===== config.mk =====
export PLATFORM = sky130hd
export DESIGN_NAME = line_alarm_status_flags
export DESIGN_NICKNAME = d
export VERILOG_FILES = /design/src/verilog/line_alarm_pkg.sv /design/src/verilog/line_alarm_status_flags.sv
export VERILOG_INCLUDE_DIRS = /design/src /design/src/verilog
export SDC_FILE = /design/constraint.sdc
export NUM_CORES = 1
export LEC_CHECK = 0
export BUFFER_PORTS_ARGS = -buffer_cell sky130_fd_sc_hd__buf_4
export CAP_MARGIN = 20
export CORE_UTILIZATION = 47
export CTS_CLUSTER_DIAMETER = 50
export DETAILED_ROUTE_END_ITERATION = 8
export PLACE_DENSITY = 0.78
export SKIP_CTS_REPAIR_TIMING = 1
export SLEW_MARGIN = 5
export SYNTH_ARGS = -nofsm -noshare
export SYNTH_HDL_FRONTEND = slang
export SYNTH_SLANG_ARGS = --single-unit

===== constraint.sdc =====
create_clock -name clk -period 1.25 [get_ports clk]
set_input_delay 0.3125 -clock clk [delete_from_list [all_inputs] [get_ports clk]]
set_output_delay 0.3125 -clock clk [all_outputs]
set_load 0.03 [all_outputs]

===== src/verilog/line_alarm_consts.svh =====
// Offsets, field positions, reset values and timing counts of the alarm block
// Function
// (RL1) Set bit 0 latch when the driver-fail alarm changes state.
// (RL2) Set bit 1 latch when the receive signal-loss alarm changes state.
// (RL3) Set bit 2 latch when the receive lock-loss alarm changes state.
// (RL4) Set bit 3 latch when the jitter FIFO near-limit alarm changes.
// (RL5) Set bit 4 latch whenever the pattern checker reports a bit error.
// (RL6) Set bit 5 latch when the error counter reaches all ones.
// (RL7) Reading offset 0x02 returns the latches, then clears them.
// (RL8) Driver-fail alarm rises after 128 bit periods without a pulse.
// (RL9) Status bit 1 reads one while receive signal loss is declared.
// (RL10) Status bit 2 reads one while receive lock loss is declared.
// (RL11) Status bit 3 reads one while jitter FIFO is near its limit.
// (RL12) Status bit 4 reads one while analog signal loss is declared.
// (RL13) After reset both latch and status registers read zero.
// (RL14) A latch raises the interrupt only when its enable bit is one.
// (RL15) FIFO-limit enable is ignored while jitter attenuator is off.
// (RL16) An event coinciding with the clearing read leaves its latch set.
// (RL17) Interrupt stays high while any enabled latch is set.
`ifndef LINE_ALARM_CONSTS_SVH
`define LINE_ALARM_CONSTS_SVH

`define EVENT_LATCH_OFFSET  6'h02
`define ALARM_STATUS_OFFSET 6'h03
`define EVENT_LATCH_RESET   6'h00
`define ALARM_STATUS_RESET  5'h00
`define FIFO_LIMIT_BIT      3
`define COUNTER_FULL_VALUE  16'hffff
`define DM_SILENT_BITS      128

`endif


===== src/verilog/line_alarm_pkg.sv =====
// Types shared by the alarm status block
package line_alarm_pkg;

    // Live alarm levels, bit 0 first from the right
    typedef struct packed {
        logic analog_signal_loss;
        logic jitter_fifo_near_limit;
        logic rx_lock_loss;
        logic rx_signal_loss;
        logic driver_fail_alarm;
    } alarm_t;

    // Change-latched event flags, bit 0 first from the right
    typedef struct packed {
        logic error_counter_full_latch;
        logic pattern_error_latch;
        logic fifo_limit_change_latch;
        logic rx_lock_loss_change_latch;
        logic rx_signal_loss_change_latch;
        logic driver_monitor_change_latch;
    } flags_t;

endpackage


===== src/verilog/line_alarm_status_flags.sv =====
// Alarm level register, clear-on-read event latches and interrupt
`timescale 1ns/100ps
`include "line_alarm_consts.svh"

module line_alarm_status_flags
    import line_alarm_pkg::*;
#(
    parameter int SILENT_BITS = `DM_SILENT_BITS
) (
    input  wire logic        clk,
    input  wire logic        rst_b,
    input  wire logic        bit_strobe,
    input  wire logic        monitor_input_pos,
    input  wire logic        monitor_input_neg,
    input  wire logic        rx_signal_loss,
    input  wire logic        rx_lock_loss,
    input  wire logic        jitter_fifo_near_limit,
    input  wire logic        analog_signal_loss,
    input  wire logic        pattern_bit_error,
    input  wire logic [15:0] error_count,
    input  wire flags_t      irq_enable,
    input  wire logic        jitter_atten_on,
    input  wire logic        reg_rd,
    input  wire logic [5:0]  reg_addr,
    output logic      [7:0]  reg_rdata,
    output alarm_t           alarm_level_status,
    output flags_t           interrupt_event_latch,
    output logic             irq
);

    localparam int CW = $clog2(SILENT_BITS + 1);
    localparam logic [CW-1:0] SILENT_MAX = CW'(SILENT_BITS);

    ////////////////////////////////////////////////////////////////////////
    // Reset release through two flip-flops

    logic rst_meta_b;
    logic rst_sync_b;

    always_ff @(posedge clk or negedge rst_b) begin
        if (!rst_b) begin
            rst_meta_b <= 1'b0;
            rst_sync_b <= 1'b0;
        end else begin
            rst_meta_b <= 1'b1;
            rst_sync_b <= rst_meta_b;
        end
    end

    ////////////////////////////////////////////////////////////////////////
    // Driver monitor: count bit periods with no bipolar pulse

    logic [CW-1:0] silent_cnt;
    logic [CW-1:0] next_silent_cnt;
    logic          mon_pulse;

    assign mon_pulse = monitor_input_pos | monitor_input_neg;

    // Any pulse restarts, silence counts up and saturates
    always_comb begin
        next_silent_cnt = silent_cnt;
        if (mon_pulse) begin
            next_silent_cnt = '0;
        end else if (bit_strobe && silent_cnt != SILENT_MAX) begin
            next_silent_cnt = silent_cnt + CW'(1);
        end
    end

    always_ff @(posedge clk or negedge rst_sync_b) begin
        if (!rst_sync_b) begin
            silent_cnt <= '0;
        end else begin
            silent_cnt <= next_silent_cnt;
        end
    end

    ////////////////////////////////////////////////////////////////////////
    // Alarm levels and change events

    alarm_t      next_alarm;
    flags_t      evt;
    flags_t      next_latch;
    flags_t      eff_enable;
    logic        rd_latch;
    logic        rd_status;
    logic        cnt_full_d;
    logic        cnt_full_now;
    logic        next_irq;
    logic [7:0]  next_rdata;

    assign cnt_full_now = (error_count == `COUNTER_FULL_VALUE);
    assign rd_latch     = reg_rd && (reg_addr == `EVENT_LATCH_OFFSET);
    assign rd_status    = reg_rd && (reg_addr == `ALARM_STATUS_OFFSET);

    // Live levels taken straight from the line logic, driver alarm from the silence counter
    always_comb begin
        next_alarm.driver_fail_alarm      = (next_silent_cnt == SILENT_MAX); // [RL8]
        next_alarm.rx_signal_loss         = rx_signal_loss;          // [RL9]
        next_alarm.rx_lock_loss           = rx_lock_loss;            // [RL10]
        next_alarm.jitter_fifo_near_limit = jitter_fifo_near_limit;  // [RL11]
        next_alarm.analog_signal_loss     = analog_signal_loss;      // [RL12]
    end

    // One event bit per latch
    always_comb begin
        evt.driver_monitor_change_latch = next_alarm.driver_fail_alarm
            ^ alarm_level_status.driver_fail_alarm;               // [RL1]
        evt.rx_signal_loss_change_latch = next_alarm.rx_signal_loss
            ^ alarm_level_status.rx_signal_loss;                  // [RL2]
        evt.rx_lock_loss_change_latch   = next_alarm.rx_lock_loss
            ^ alarm_level_status.rx_lock_loss;                    // [RL3]
        evt.fifo_limit_change_latch     = next_alarm.jitter_fifo_near_limit
            ^ alarm_level_status.jitter_fifo_near_limit;          // [RL4]
        evt.pattern_error_latch         = pattern_bit_error;      // [RL5]
        evt.error_counter_full_latch    = cnt_full_now && !cnt_full_d; // [RL6]
    end

    // Clear on read, a coinciding event wins
    always_comb begin
        next_latch = interrupt_event_latch;
        if (rd_latch) begin
            next_latch = `EVENT_LATCH_RESET;                      // [RL7]
        end
        next_latch = next_latch | evt;                            // [RL16]
    end

    // FIFO-limit enable masked while the attenuator is off
    always_comb begin
        eff_enable = irq_enable;                                  // [RL14]
        eff_enable[`FIFO_LIMIT_BIT] = irq_enable[`FIFO_LIMIT_BIT]
            && jitter_atten_on;                                   // [RL15]
        next_irq = |(next_latch & eff_enable);                    // [RL17]
    end

    // Read data captured at the read, old latch value returned
    always_comb begin
        next_rdata = reg_rdata;
        if (rd_latch) begin
            next_rdata = {2'h0, interrupt_event_latch};           // [RL7]
        end else if (rd_status) begin
            next_rdata = {3'h0, alarm_level_status};
        end else if (reg_rd) begin
            next_rdata = 8'h00;
        end
    end

    // All registers of this group clear to zero
    always_ff @(posedge clk or negedge rst_sync_b) begin
        if (!rst_sync_b) begin
            alarm_level_status    <= `ALARM_STATUS_RESET;         // [RL13]
            interrupt_event_latch <= `EVENT_LATCH_RESET;          // [RL13]
            cnt_full_d            <= 1'b0;
            irq                   <= 1'b0;
            reg_rdata             <= 8'h00;
        end else begin
            alarm_level_status    <= next_alarm;
            interrupt_event_latch <= next_latch;
            cnt_full_d            <= cnt_full_now;
            irq                   <= next_irq;
            reg_rdata             <= next_rdata;
        end
    end

    ////////////////////////////////////////////////////////////////////////
    // Checks

    flags_t eff_enable_q;

    always_ff @(posedge clk or negedge rst_sync_b) begin
        if (!rst_sync_b) begin
            eff_enable_q <= '0;
        end else begin
            eff_enable_q <= eff_enable;
        end
    end
endmodule


==> run metrics, run 1 <==
status=complete, but fails checks; failing checks=DRC, setup timing; leakage power=1.13 nW; synthesized area=0.00143 mm^2; crit share post-route=1.82; adder and majority gate portion of the synthesized area=0.0175; average cell area after synthesis=10.7 um^2; Fin Hold WS=0.0870 ns; fraction of layout cells with a size suffix above 1=0.532; R2R setup slack=-1.02 ns; Crit Path Category=register to register; library cells used by synthesis=36; clk buf depth=2; core footprint=0.00283 mm^2; Simple-Gate Fraction of Synth Area=0.169; total CTS buffers=5; synthesized instance count=134; Max Cap Viol=0; Avg WL per Cell=16.0 um; hpwl dp=2970 um; Critical Path End Type=register; flop and latch count out of synthesis=29; first-pass GRT wire length=5880 um; crit path time final=2.27 ns; endpoints failing setup=15; Switch Pwr=474 uW; Max Clk Rate=440 MHz; clock root buffer master=clkbuf_4; vias per cell=5.50; worst setup margin=-1.02 ns; DRC viols=3; VDD IR max=0.672 mV; startpoint types=register; setup TNS=-4.70 ns; IO buf count=57; DR iter-0 viols=89; Ant. Diodes=0; largest net degree at the start of global routing=23; PD cells=797 mW/mm^2; Logic pwr share=0.165; Post-synth EDFFs=0; drt total wl=4220 um; Seq pwr share=0.502; count of TritonRoute iterations in the first routing pass=6; Top FF cell, synth=dfrtp_1; RSZ-0062 raised after global routing=true; gp weighted congestion=0.815; Hold Fails Final Rpt=0; DP Worst Slack=-1.00 ns; WP data arrival=2.47 ns; initial antenna violation count=0; Slew Limit Fails=0; P_int=1.45 mW; Sink Count=29; main combinational cell family by area after synthesis=simple AND/OR/NAND/NOR gates; Hold Crit Class=primary input to register; vias in the first global route=1334; H-tree depth=2; xor/xnor share of the synthesized area=0.0794; Vias=1452; Clk pwr share=0.332; GRT Total Usage=0.240; Die X=57.2 um; switching portion of total power=0.246; final core occ=0.855; Final nets=274; I/O pin count=60; CP max-delay cell=or4b_4; Routed Antenna Nets=0; register area share after synthesis=0.506; clock-pin slew on the worst setup and hold paths=0.09 ns; Ys Warns=0; slowest stage delay, CP=0.48 ns; P&R area growth vs syn=68.8%; Die ar.=0.00328 mm^2; Chip Height=57.2 um; complex-gate fraction of the synthesized area=0.127; Skew-Pair Late Insertion Delay=0.33 ns; CP Data Required Time=1.45 ns; worst clock skew=0.00572 ns; initial core utilization=0.507; total power=1.93 mW; post-synthesis async set-or-reset flop share=1.00; mux cell area share after synthesis=0.0489; CTS tree=done; grt ovf=0; row count=19; worst-path cell chain=inv_2 > ha_1 > or4b_4 > nor3_1 > o211ai_1 > a2111oi_4 > xnor2_2 > o211ai_2; worst-path maximum fanout=2; Fill cells=148
-- final cells by class --
| type | instances | area (um^2) | area share |
|---|---|---|---|
| inverters | 9 | 33.8 | 0.0140 |
| well taps | 31 | 38.8 | 0.0160 |
| multi-input cells | 91 | 739 | 0.306 |
| repair buffers | 96 | 811 | 0.335 |
| flip-flops and latches | 29 | 727 | 0.300 |
| clock inverters | 1 | 5.00 | 0.00207 |
| clock buffers | 7 | 65.1 | 0.0269 |
-- state kept, by name (all words and copies together), names as in the netlist --
name                   count
interrupt_event_latch      6
rst_meta_b                 1
irq                        1
silent_cnt                 8
cnt_full_d                 1
reg_rdata                  6
rst_sync_b                 1
alarm_level_status         5
-- Yosys cell counts, types with 2 or more instances --
cell	instances	area [um^2]
a21o_1	4	30.0
a21oi_1	2	10.0
a22oi_1	2	15.0
buf_4	3	22.5
clkbuf_1	3	11.3
conb_1	2	7.51
dfrtp_1	29	726
ha_1	2	25.0
inv_1	9	33.8
mux2i_1	7	70.1
nand2_1	7	26.3
nand3_1	5	25.0
nand4_1	5	31.3
nor2_1	13	48.8
nor3_1	3	15.0
o21ai_0	2	10.0
o22ai_1	5	31.3
or2_2	2	12.5
xnor2_1	8	70.1
xor2_1	5	43.8
-- power by group through the flow --
stage	combinational [mW]	sequential, mW	clock (mW)
floorplan	0.0924	1.02	0
global placement	0.285	0.984	0
detailed placement	0.297	0.986	0
CTS	0.297	0.968	0.653
global route	0.342	0.972	0.694
finish	0.318	0.968	0.641
-- stage by stage --
| stage | cells | area, um^2 |
|---|---|---|
| 2_1_floorplan | 135 | 1460 |
| 3_3_place_gp | 249 | 2130 |
| 3_5_place_dp | 249 | 2130 |
| 4_1_cts | 257 | 2200 |
| 5_1_grt | 264 | 2420 |
| 6_report | 264 | 2420 |
-- layout by cell type (no fill, tap or decap), types with 2 or more instances in the layout --
cell type	count
or2_2	2
xnor2_1	4
nand3_1	3
o22ai_1	5
mux2i_1	6
a21oi_1	2
nor3_1	3
o21ai_0	2
conb_1	3
dfrtp_1	28
buf_4	74
a21o_1	4
clkbuf_4	5
buf_6	20
xor2_1	4
inv_1	8
a22oi_1	2
xnor2_2	4
clkbuf_8	2
nand4_1	5
nor2_1	11
nand3_4	2
nand2_1	7
-- critical path, delay by kind of cell, from the launching register on --
family | cells | cell delay (ns)
AOI/OAI and AO/OA | 3 | 0.61
adders and majority gates | 1 | 0.13
and+or+nand+nor | 2 | 0.75
buffers and inverters | 1 | 0.07
xor gates and xnor gates | 1 | 0.17
DFF | 1 | 0.41
-- cell families after synthesis --
group / count (synthesis)
simple gates: 45
flops: 29
compound gates: 21
buf+inv: 15
xor+xnor: 13
mux: 7
fa+ha+maj: 2
other cells: 2
-- metal layers --
layer	wire [um]	vias to the layer above	part of all wire	global-route usage
met1	1660	692	0.39	0.303
met5	0	-	0	0
li1	-	663	-	-
met4	109	0	0.026	0.0836
met2	2180	82	0.52	0.402
met3	273	15	0.065	0.0612
-- path summary, 6_finish.rpt --
kind | start | depth (start not counted) | end
hold / removal | analog_signal_loss | 1 | alarm_level_status[4]$_DFF_PN0_
hold reg to reg | rst_sync_b$_DFF_PN0_ | 0 | silent_cnt[0]$_DFF_PN0_
setup / recovery | silent_cnt[0]$_DFF_PN0_ | 8 | irq$_DFF_PN0_
min in group asynchronous | rst_sync_b$_DFF_PN0_ | 0 | silent_cnt[0]$_DFF_PN0_
max in group asynchronous | rst_sync_b$_DFF_PN0_ | 1 | interrupt_event_latch[0]$_DFF_PN0_
setup reg to reg | silent_cnt[0]$_DFF_PN0_ | 8 | irq$_DFF_PN0_
Note: power is estimated with default switching activity, not from simulation.
==> run 2: changes to the inputs <==
- clock period: 1.25 -> 2.39 ns (I/O delays scaled with it)
==> run metrics, run 2 (same netlist as run 1, synthesis figures left out) <==
status=complete, but fails checks; failing checks=DRC; leakage power=0.927 nW (-18%); commonest non-fill, non-tap cell in the layout=buf_4; RR Startpoint=silent_cnt[0]$_DFF_PN0_; vias in the first global route=1128 (-15%); Routed Antenna Nets=0 (unchanged); startpoint types=register; I/O pin count=60 (unchanged); initial antenna violation count=0 (unchanged); worst reg2reg path endpoint=irq$_DFF_PN0_; Critical Path End Type=register; worst-path cell chain=inv_1 > ha_1 > or4b_4 > nor3_4 > o211ai_1 > a2111oi_4 > xnor2_2 > o211ai_2; Register-to-Register Path Depth=8 (unchanged); Hold Fails Final Rpt=0 (unchanged); worst setup margin=0.133 ns (+1.15 ns); VDD IR max=0.343 mV (-49%); core footprint=0.00283 mm^2 (unchanged); H-tree depth=2 (unchanged); Fin Hold WS=0.237 ns (+0.149 ns); total power=926 uW (-52%); Vias=1196 (-18%); Crit Path Category=register to register; Skew-Pair Late Insertion Delay=0.33 ns (about the same); worst-path maximum fanout=5 (+3); WP data arrival=2.47 ns (about the same); crit path time final=2.26 ns (-0.0131 ns); grt ovf=0 (unchanged); most frequent cells in the layout=61 x buf_4, 29 x dfrtp_1, 13 x nor2_1; P&R area growth vs syn=38.1%; fraction of layout cells with a size suffix above 1=0.387 (-0.145); Slew Limit Fails=0 (unchanged); largest net degree at the start of global routing=28 (+22%); Avg WL per Cell=13.5 um (-15%); Biggest register=silent_cnt; total CTS buffers=5 (unchanged); IO buf count=57 (unchanged); crit share post-route=0.944 (-0.872); Hold Crit Class=register to async pin; setup TNS=0 ns (+4.70 ns); placed cell count=220 (-12%); endpoints failing setup=0 (-15); drt total wl=3120 um (-26%); row count=19 (unchanged); Max Cap Viol=0 (unchanged); Chip Height=57.2 um (unchanged); GRT Total Usage=0.206 (-0.0337); CP Data Required Time=2.61 ns (+1.16 ns); DR iter-0 viols=47 (-47%); count of TritonRoute iterations in the first routing pass=6 (unchanged); Die ar.=0.00328 mm^2 (unchanged); max reg flops=8 (unchanged); DRC viols=8 (+5); R2R setup slack=0.13 ns (+1.15 ns); CTS tree=done; slowest stage delay, CP=0.49 ns (about the same); hpwl dp=2470 um (-17%); biggest regs=silent_cnt: 8 flops, interrupt_event_latch: 6 flops, reg_rdata: 6 flops; worst clock skew=0.00889 ns (+0.00317 ns); placed cell area=0.00189 mm^2 (-11%); Max Clk Rate=443 MHz (+0.58%); vias per cell=5.20 (-5.5%); Final nets=240 (-12%); initial core utilization=0.507 (unchanged); critical path's top delay family=simple AND/OR/NAND/NOR gates; clock root buffer master=clkbuf_4; final core occ=0.700 (-0.155); Ant. Diodes=0 (unchanged); DP Worst Slack=0.0406 ns (+1.04 ns); WP buf/inv=1 (unchanged); clock-pin slew on the worst setup and hold paths=0.09 ns (about the same); cell area after layout=0.00198 mm^2 (-18%); clk buf depth=2 (unchanged); Sink Count=29 (unchanged); gp weighted congestion=0.906 (+11%); Die X=57.2 um (unchanged); PD cells=467 mW/mm^2 (-41%); first-pass GRT wire length=4920 um (-16%); Cell Count, Final, Fillers Out=230 (-13%); CP max-delay cell=or4b_4
[run 2: cell types whose count changed in the layout (fill, tap and decap cells not counted), moves of 2 or more]
cell	delta
nor2_1	+2
xnor2_2	-3
nand3_4	-2
buf_4	-13
nand3_1	+2
xnor2_1	+3
clkbuf_8	-2
buf_6	-20
[run 2: worst register-to-register path, cell delays in order, from the launching register on]
cell	delay (ns)
dfrtp_1	0.42
inv_1	0.12
ha_1	0.15
or4b_4	0.49
nor3_4	0.15
o211ai_1	0.17
a2111oi_4	0.38
xnor2_2	0.17
o211ai_2	0.09
[run 2: power breakdown]
group          internal [mW]  total (mW)  leakage, nW  switching (mW)
Sequential             0.499       0.505        0.365         0.00665
Combinational         0.0721       0.137        0.531          0.0650
Clock                  0.112       0.283       0.0320           0.171
[run 2: worst max-delay path by stage]
stage / startpoint / endpoint / depth (start not counted) / slack, ns
after floorplan: silent_cnt[0]$_DFF_PN0_ / irq$_DFF_PN0_ / 8 / 0.13
after global placement: silent_cnt[0]$_DFF_PN0_ / irq$_DFF_PN0_ / 8 / 0.15
after detailed placement: silent_cnt[0]$_DFF_PN0_ / irq$_DFF_PN0_ / 8 / 0.04
after CTS: silent_cnt[0]$_DFF_PN0_ / irq$_DFF_PN0_ / 8 / 0.03
after global routing: silent_cnt[0]$_DFF_PN0_ / irq$_DFF_PN0_ / 8 / -0.01
final: silent_cnt[0]$_DFF_PN0_ / irq$_DFF_PN0_ / 8 / 0.13
[run 2: final cells by class]
class	instances	area [um^2]
Clock buffer	6	41.3
Inverter	9	33.8
Clock inverter	2	10.0
Fill cell	222	848
Timing Repair Buffer	62	468
Tap cell	31	38.8
Sequential cell	29	726
Multi-Input combinational cell	91	663
[run 2: routing by layer]
layer	wire length (um)	track usage
met5	0	0
met3	218	0.0816
met2	1620	0.360
met1	1210	0.219
met4	63	0.0941
==> run 3: changes to the inputs <==
- BUFFER_PORTS_ARGS: -buffer_cell sky130_fd_sc_hd__buf_4 -> not set
- CORE_UTILIZATION: 47 -> 50
- DONT_BUFFER_PORTS: not set -> 1
- PLACE_DENSITY: 0.78 -> 0.65
==> run metrics, run 3 (same netlist as run 1, synthesis figures left out) <==
status=finished, final reports clean; Slew Limit Fails=0 (unchanged); CP Data Required Time=2.58 ns (-0.03 ns); Crit Path Category=register to register; Max Cap Viol=0 (unchanged); Critical Path Start=silent_cnt[0]$_DFF_PN0_; DRC viols=0 (-8); Switch Pwr=201 uW (-17%); worst-path maximum fanout=5 (unchanged); most frequent cells in the layout=29 x dfrtp_1, 13 x nor2_1, 9 x inv_1; GRT Total Usage=0.192 (-0.0137); P_int=662 uW (-3.0%); clk buf depth=2 (unchanged); vias per cell=5.98 (+15%); Clk pwr share=0.332 (+0.026); Final nets=182 (-24%); Levels on crit path=8 (unchanged); largest net degree at the start of global routing=28 (unchanged); Critical Path End Type=register; slowest stage delay, CP=0.48 ns (about the same); Sink Count=29 (unchanged); initial core utilization=0.524 (+0.0176); total power=863 uW (-6.7%); Hold Crit Class=register to async pin; clock-pin slew on the worst setup and hold paths=0.08 ns (about the same); biggest regs=silent_cnt: 8 flops, interrupt_event_latch: 6 flops, reg_rdata: 6 flops; IO buf count=0 (-100%); Fill cells=234 (+5.4%); first-pass GRT wire length=4450 um (-9.5%); total CTS buffers=5 (unchanged); R2R setup slack=0.11 ns (-0.03 ns); worst reg2reg path endpoint=irq$_DFF_PN0_; worst clock skew=0.00624 ns (-0.00265 ns); Avg WL per Cell=16.2 um (+20%); clock root buffer master=clkbuf_4; worst-path cell chain=inv_1 > ha_1 > or4b_4 > o31ai_4 > mux2i_2 > a2111oi_4 > xnor2_1 > o211ai_2; hpwl dp=2100 um (-15%); Ant. Diodes=0 (unchanged); Vias=1023 (-14%); core footprint=0.00273 mm^2 (-3.4%); drt total wl=2770 um (-11%); I/O pin count=60 (unchanged); Routed Antenna Nets=0 (unchanged); crit path time final=2.28 ns (+0.0275 ns); CTS tree=done; WP data arrival=2.47 ns (about the same); P&R area growth vs syn=7.33%; RR Startpoint=silent_cnt[0]$_DFF_PN0_; Die X=55.6 um (-2.9%); max reg flops=8 (unchanged); Fin Hold WS=0.237 ns (+0.000854 ns); cell area after layout=0.00154 mm^2 (-22%); Logic pwr share=0.069 (-0.079); switching portion of total power=0.233 (-0.0297); gp weighted congestion=0.789 (-13%); placed cell area=0.00146 mm^2 (-23%); H-tree depth=2 (unchanged); Skew-Pair Late Insertion Delay=0.32 ns (about the same); Seq pwr share=0.600 (+0.054); VDD IR max=0.520 mV (+52%); fraction of layout cells with a size suffix above 1=0.129 (-0.258); count of TritonRoute iterations in the first routing pass=4 (-2); CP max-delay cell=or4b_4; Chip Height=55.6 um (-2.9%); PD cells=561 mW/mm^2 (+20%); DR iter-0 viols=37 (-21%); Register-to-Register Path Depth=8 (unchanged); grt ovf=0 (unchanged); Max Clk Rate=438 MHz (-1.2%); leakage power=0.643 nW (-31%); initial antenna violation count=0 (unchanged); Hold Fails Final Rpt=0 (unchanged); vias in the first global route=985 (-13%); row count=19 (unchanged); Die ar.=0.00309 mm^2 (-5.8%); startpoint types=register; endpoints failing setup=0 (unchanged); Biggest register=silent_cnt; crit share post-route=0.956 (+0.0115); Setup crit end=irq$_DFF_PN0_; commonest non-fill, non-tap cell in the layout=dfrtp_1; critical path's top delay family=simple AND/OR/NAND/NOR gates; WP buf/inv=1 (unchanged)
[run 3: changes by cell type in the layout (fill, tap and decap cells not counted)]
cell / change
nor3_2: +1
nor3_4: -1
buf_4: -58
mux2i_1: -1
xnor2_2: -1
clkinv_2: -2
xnor2_1: +1
clkbuf_8: +1
mux2i_2: +1
[run 3: final cells by class]
cell class	count	area, um^2	share of cell area
clock buffers	7	55.1	0.0358
multi-input cells	91	653	0.424
well taps	31	38.8	0.0252
flip-flops and latches	29	726	0.472
repair buffers	4	32.5	0.0211
inverters	9	33.8	0.0220
[run 3: worst register-to-register path: stages (launching register included)]
cell       delay [ns]
dfrtp_1          0.43
inv_1            0.13
ha_1             0.15
or4b_4           0.48
o31ai_4          0.23
mux2i_2          0.34
a2111oi_4        0.07
xnor2_1          0.23
o211ai_2         0.10
[run 3: worst min path at each step]
stage	startpoint	end	slack, ns	depth (start not counted)
5_1_grt	analog_signal_loss	alarm_level_status[4]$_DFF_PN0_	0.27	0
2_1_floorplan	rst_b	rst_meta_b$_DFF_PN0_	0.30	0
3_3_place_gp	rst_sync_b$_DFF_PN0_	silent_cnt[2]$_DFF_PN0_	0.25	1
3_5_place_dp	rst_sync_b$_DFF_PN0_	alarm_level_status[0]$_DFF_PN0_	0.25	1
4_1_cts	rst_b	rst_sync_b$_DFF_PN0_	-0.05	0
6_report	rst_sync_b$_DFF_PN0_	silent_cnt[2]$_DFF_PN0_	0.24	1
[run 3: power groups by stage]
stage               logic [mW]  clock network [mW]  registers [mW]
global placement        0.0553                   0           0.527
finish                  0.0594               0.286           0.518
detailed placement      0.0572                   0           0.528
global route            0.0659               0.320           0.519
CTS                     0.0571               0.300           0.518
floorplan               0.0440                   0           0.532
[run 3: per-stage QoR]
stage                     setup WS, ns  std cells   util  setup TNS, ns
after floorplan                  0.133        135      -              0
after global placement           0.146        162  0.533              0
after detailed placement        0.0320        162  0.533              0
after CTS                       0.0156        169  0.553              0
after global routing           -0.0129        171  0.563        -0.0129
final                            0.105        171  0.563              0
[run 3: routing by layer]
| metal | vias up | GRT usage | share of wire |
|---|---|---|---|
| met5 | - | 0 | 0 |
| met4 | 0 | 0.0750 | 0.017 |
| met3 | 6 | 0.0726 | 0.066 |
| met2 | 47 | 0.301 | 0.50 |
| met1 | 488 | 0.241 | 0.41 |
| li1 | 482 | - | - |
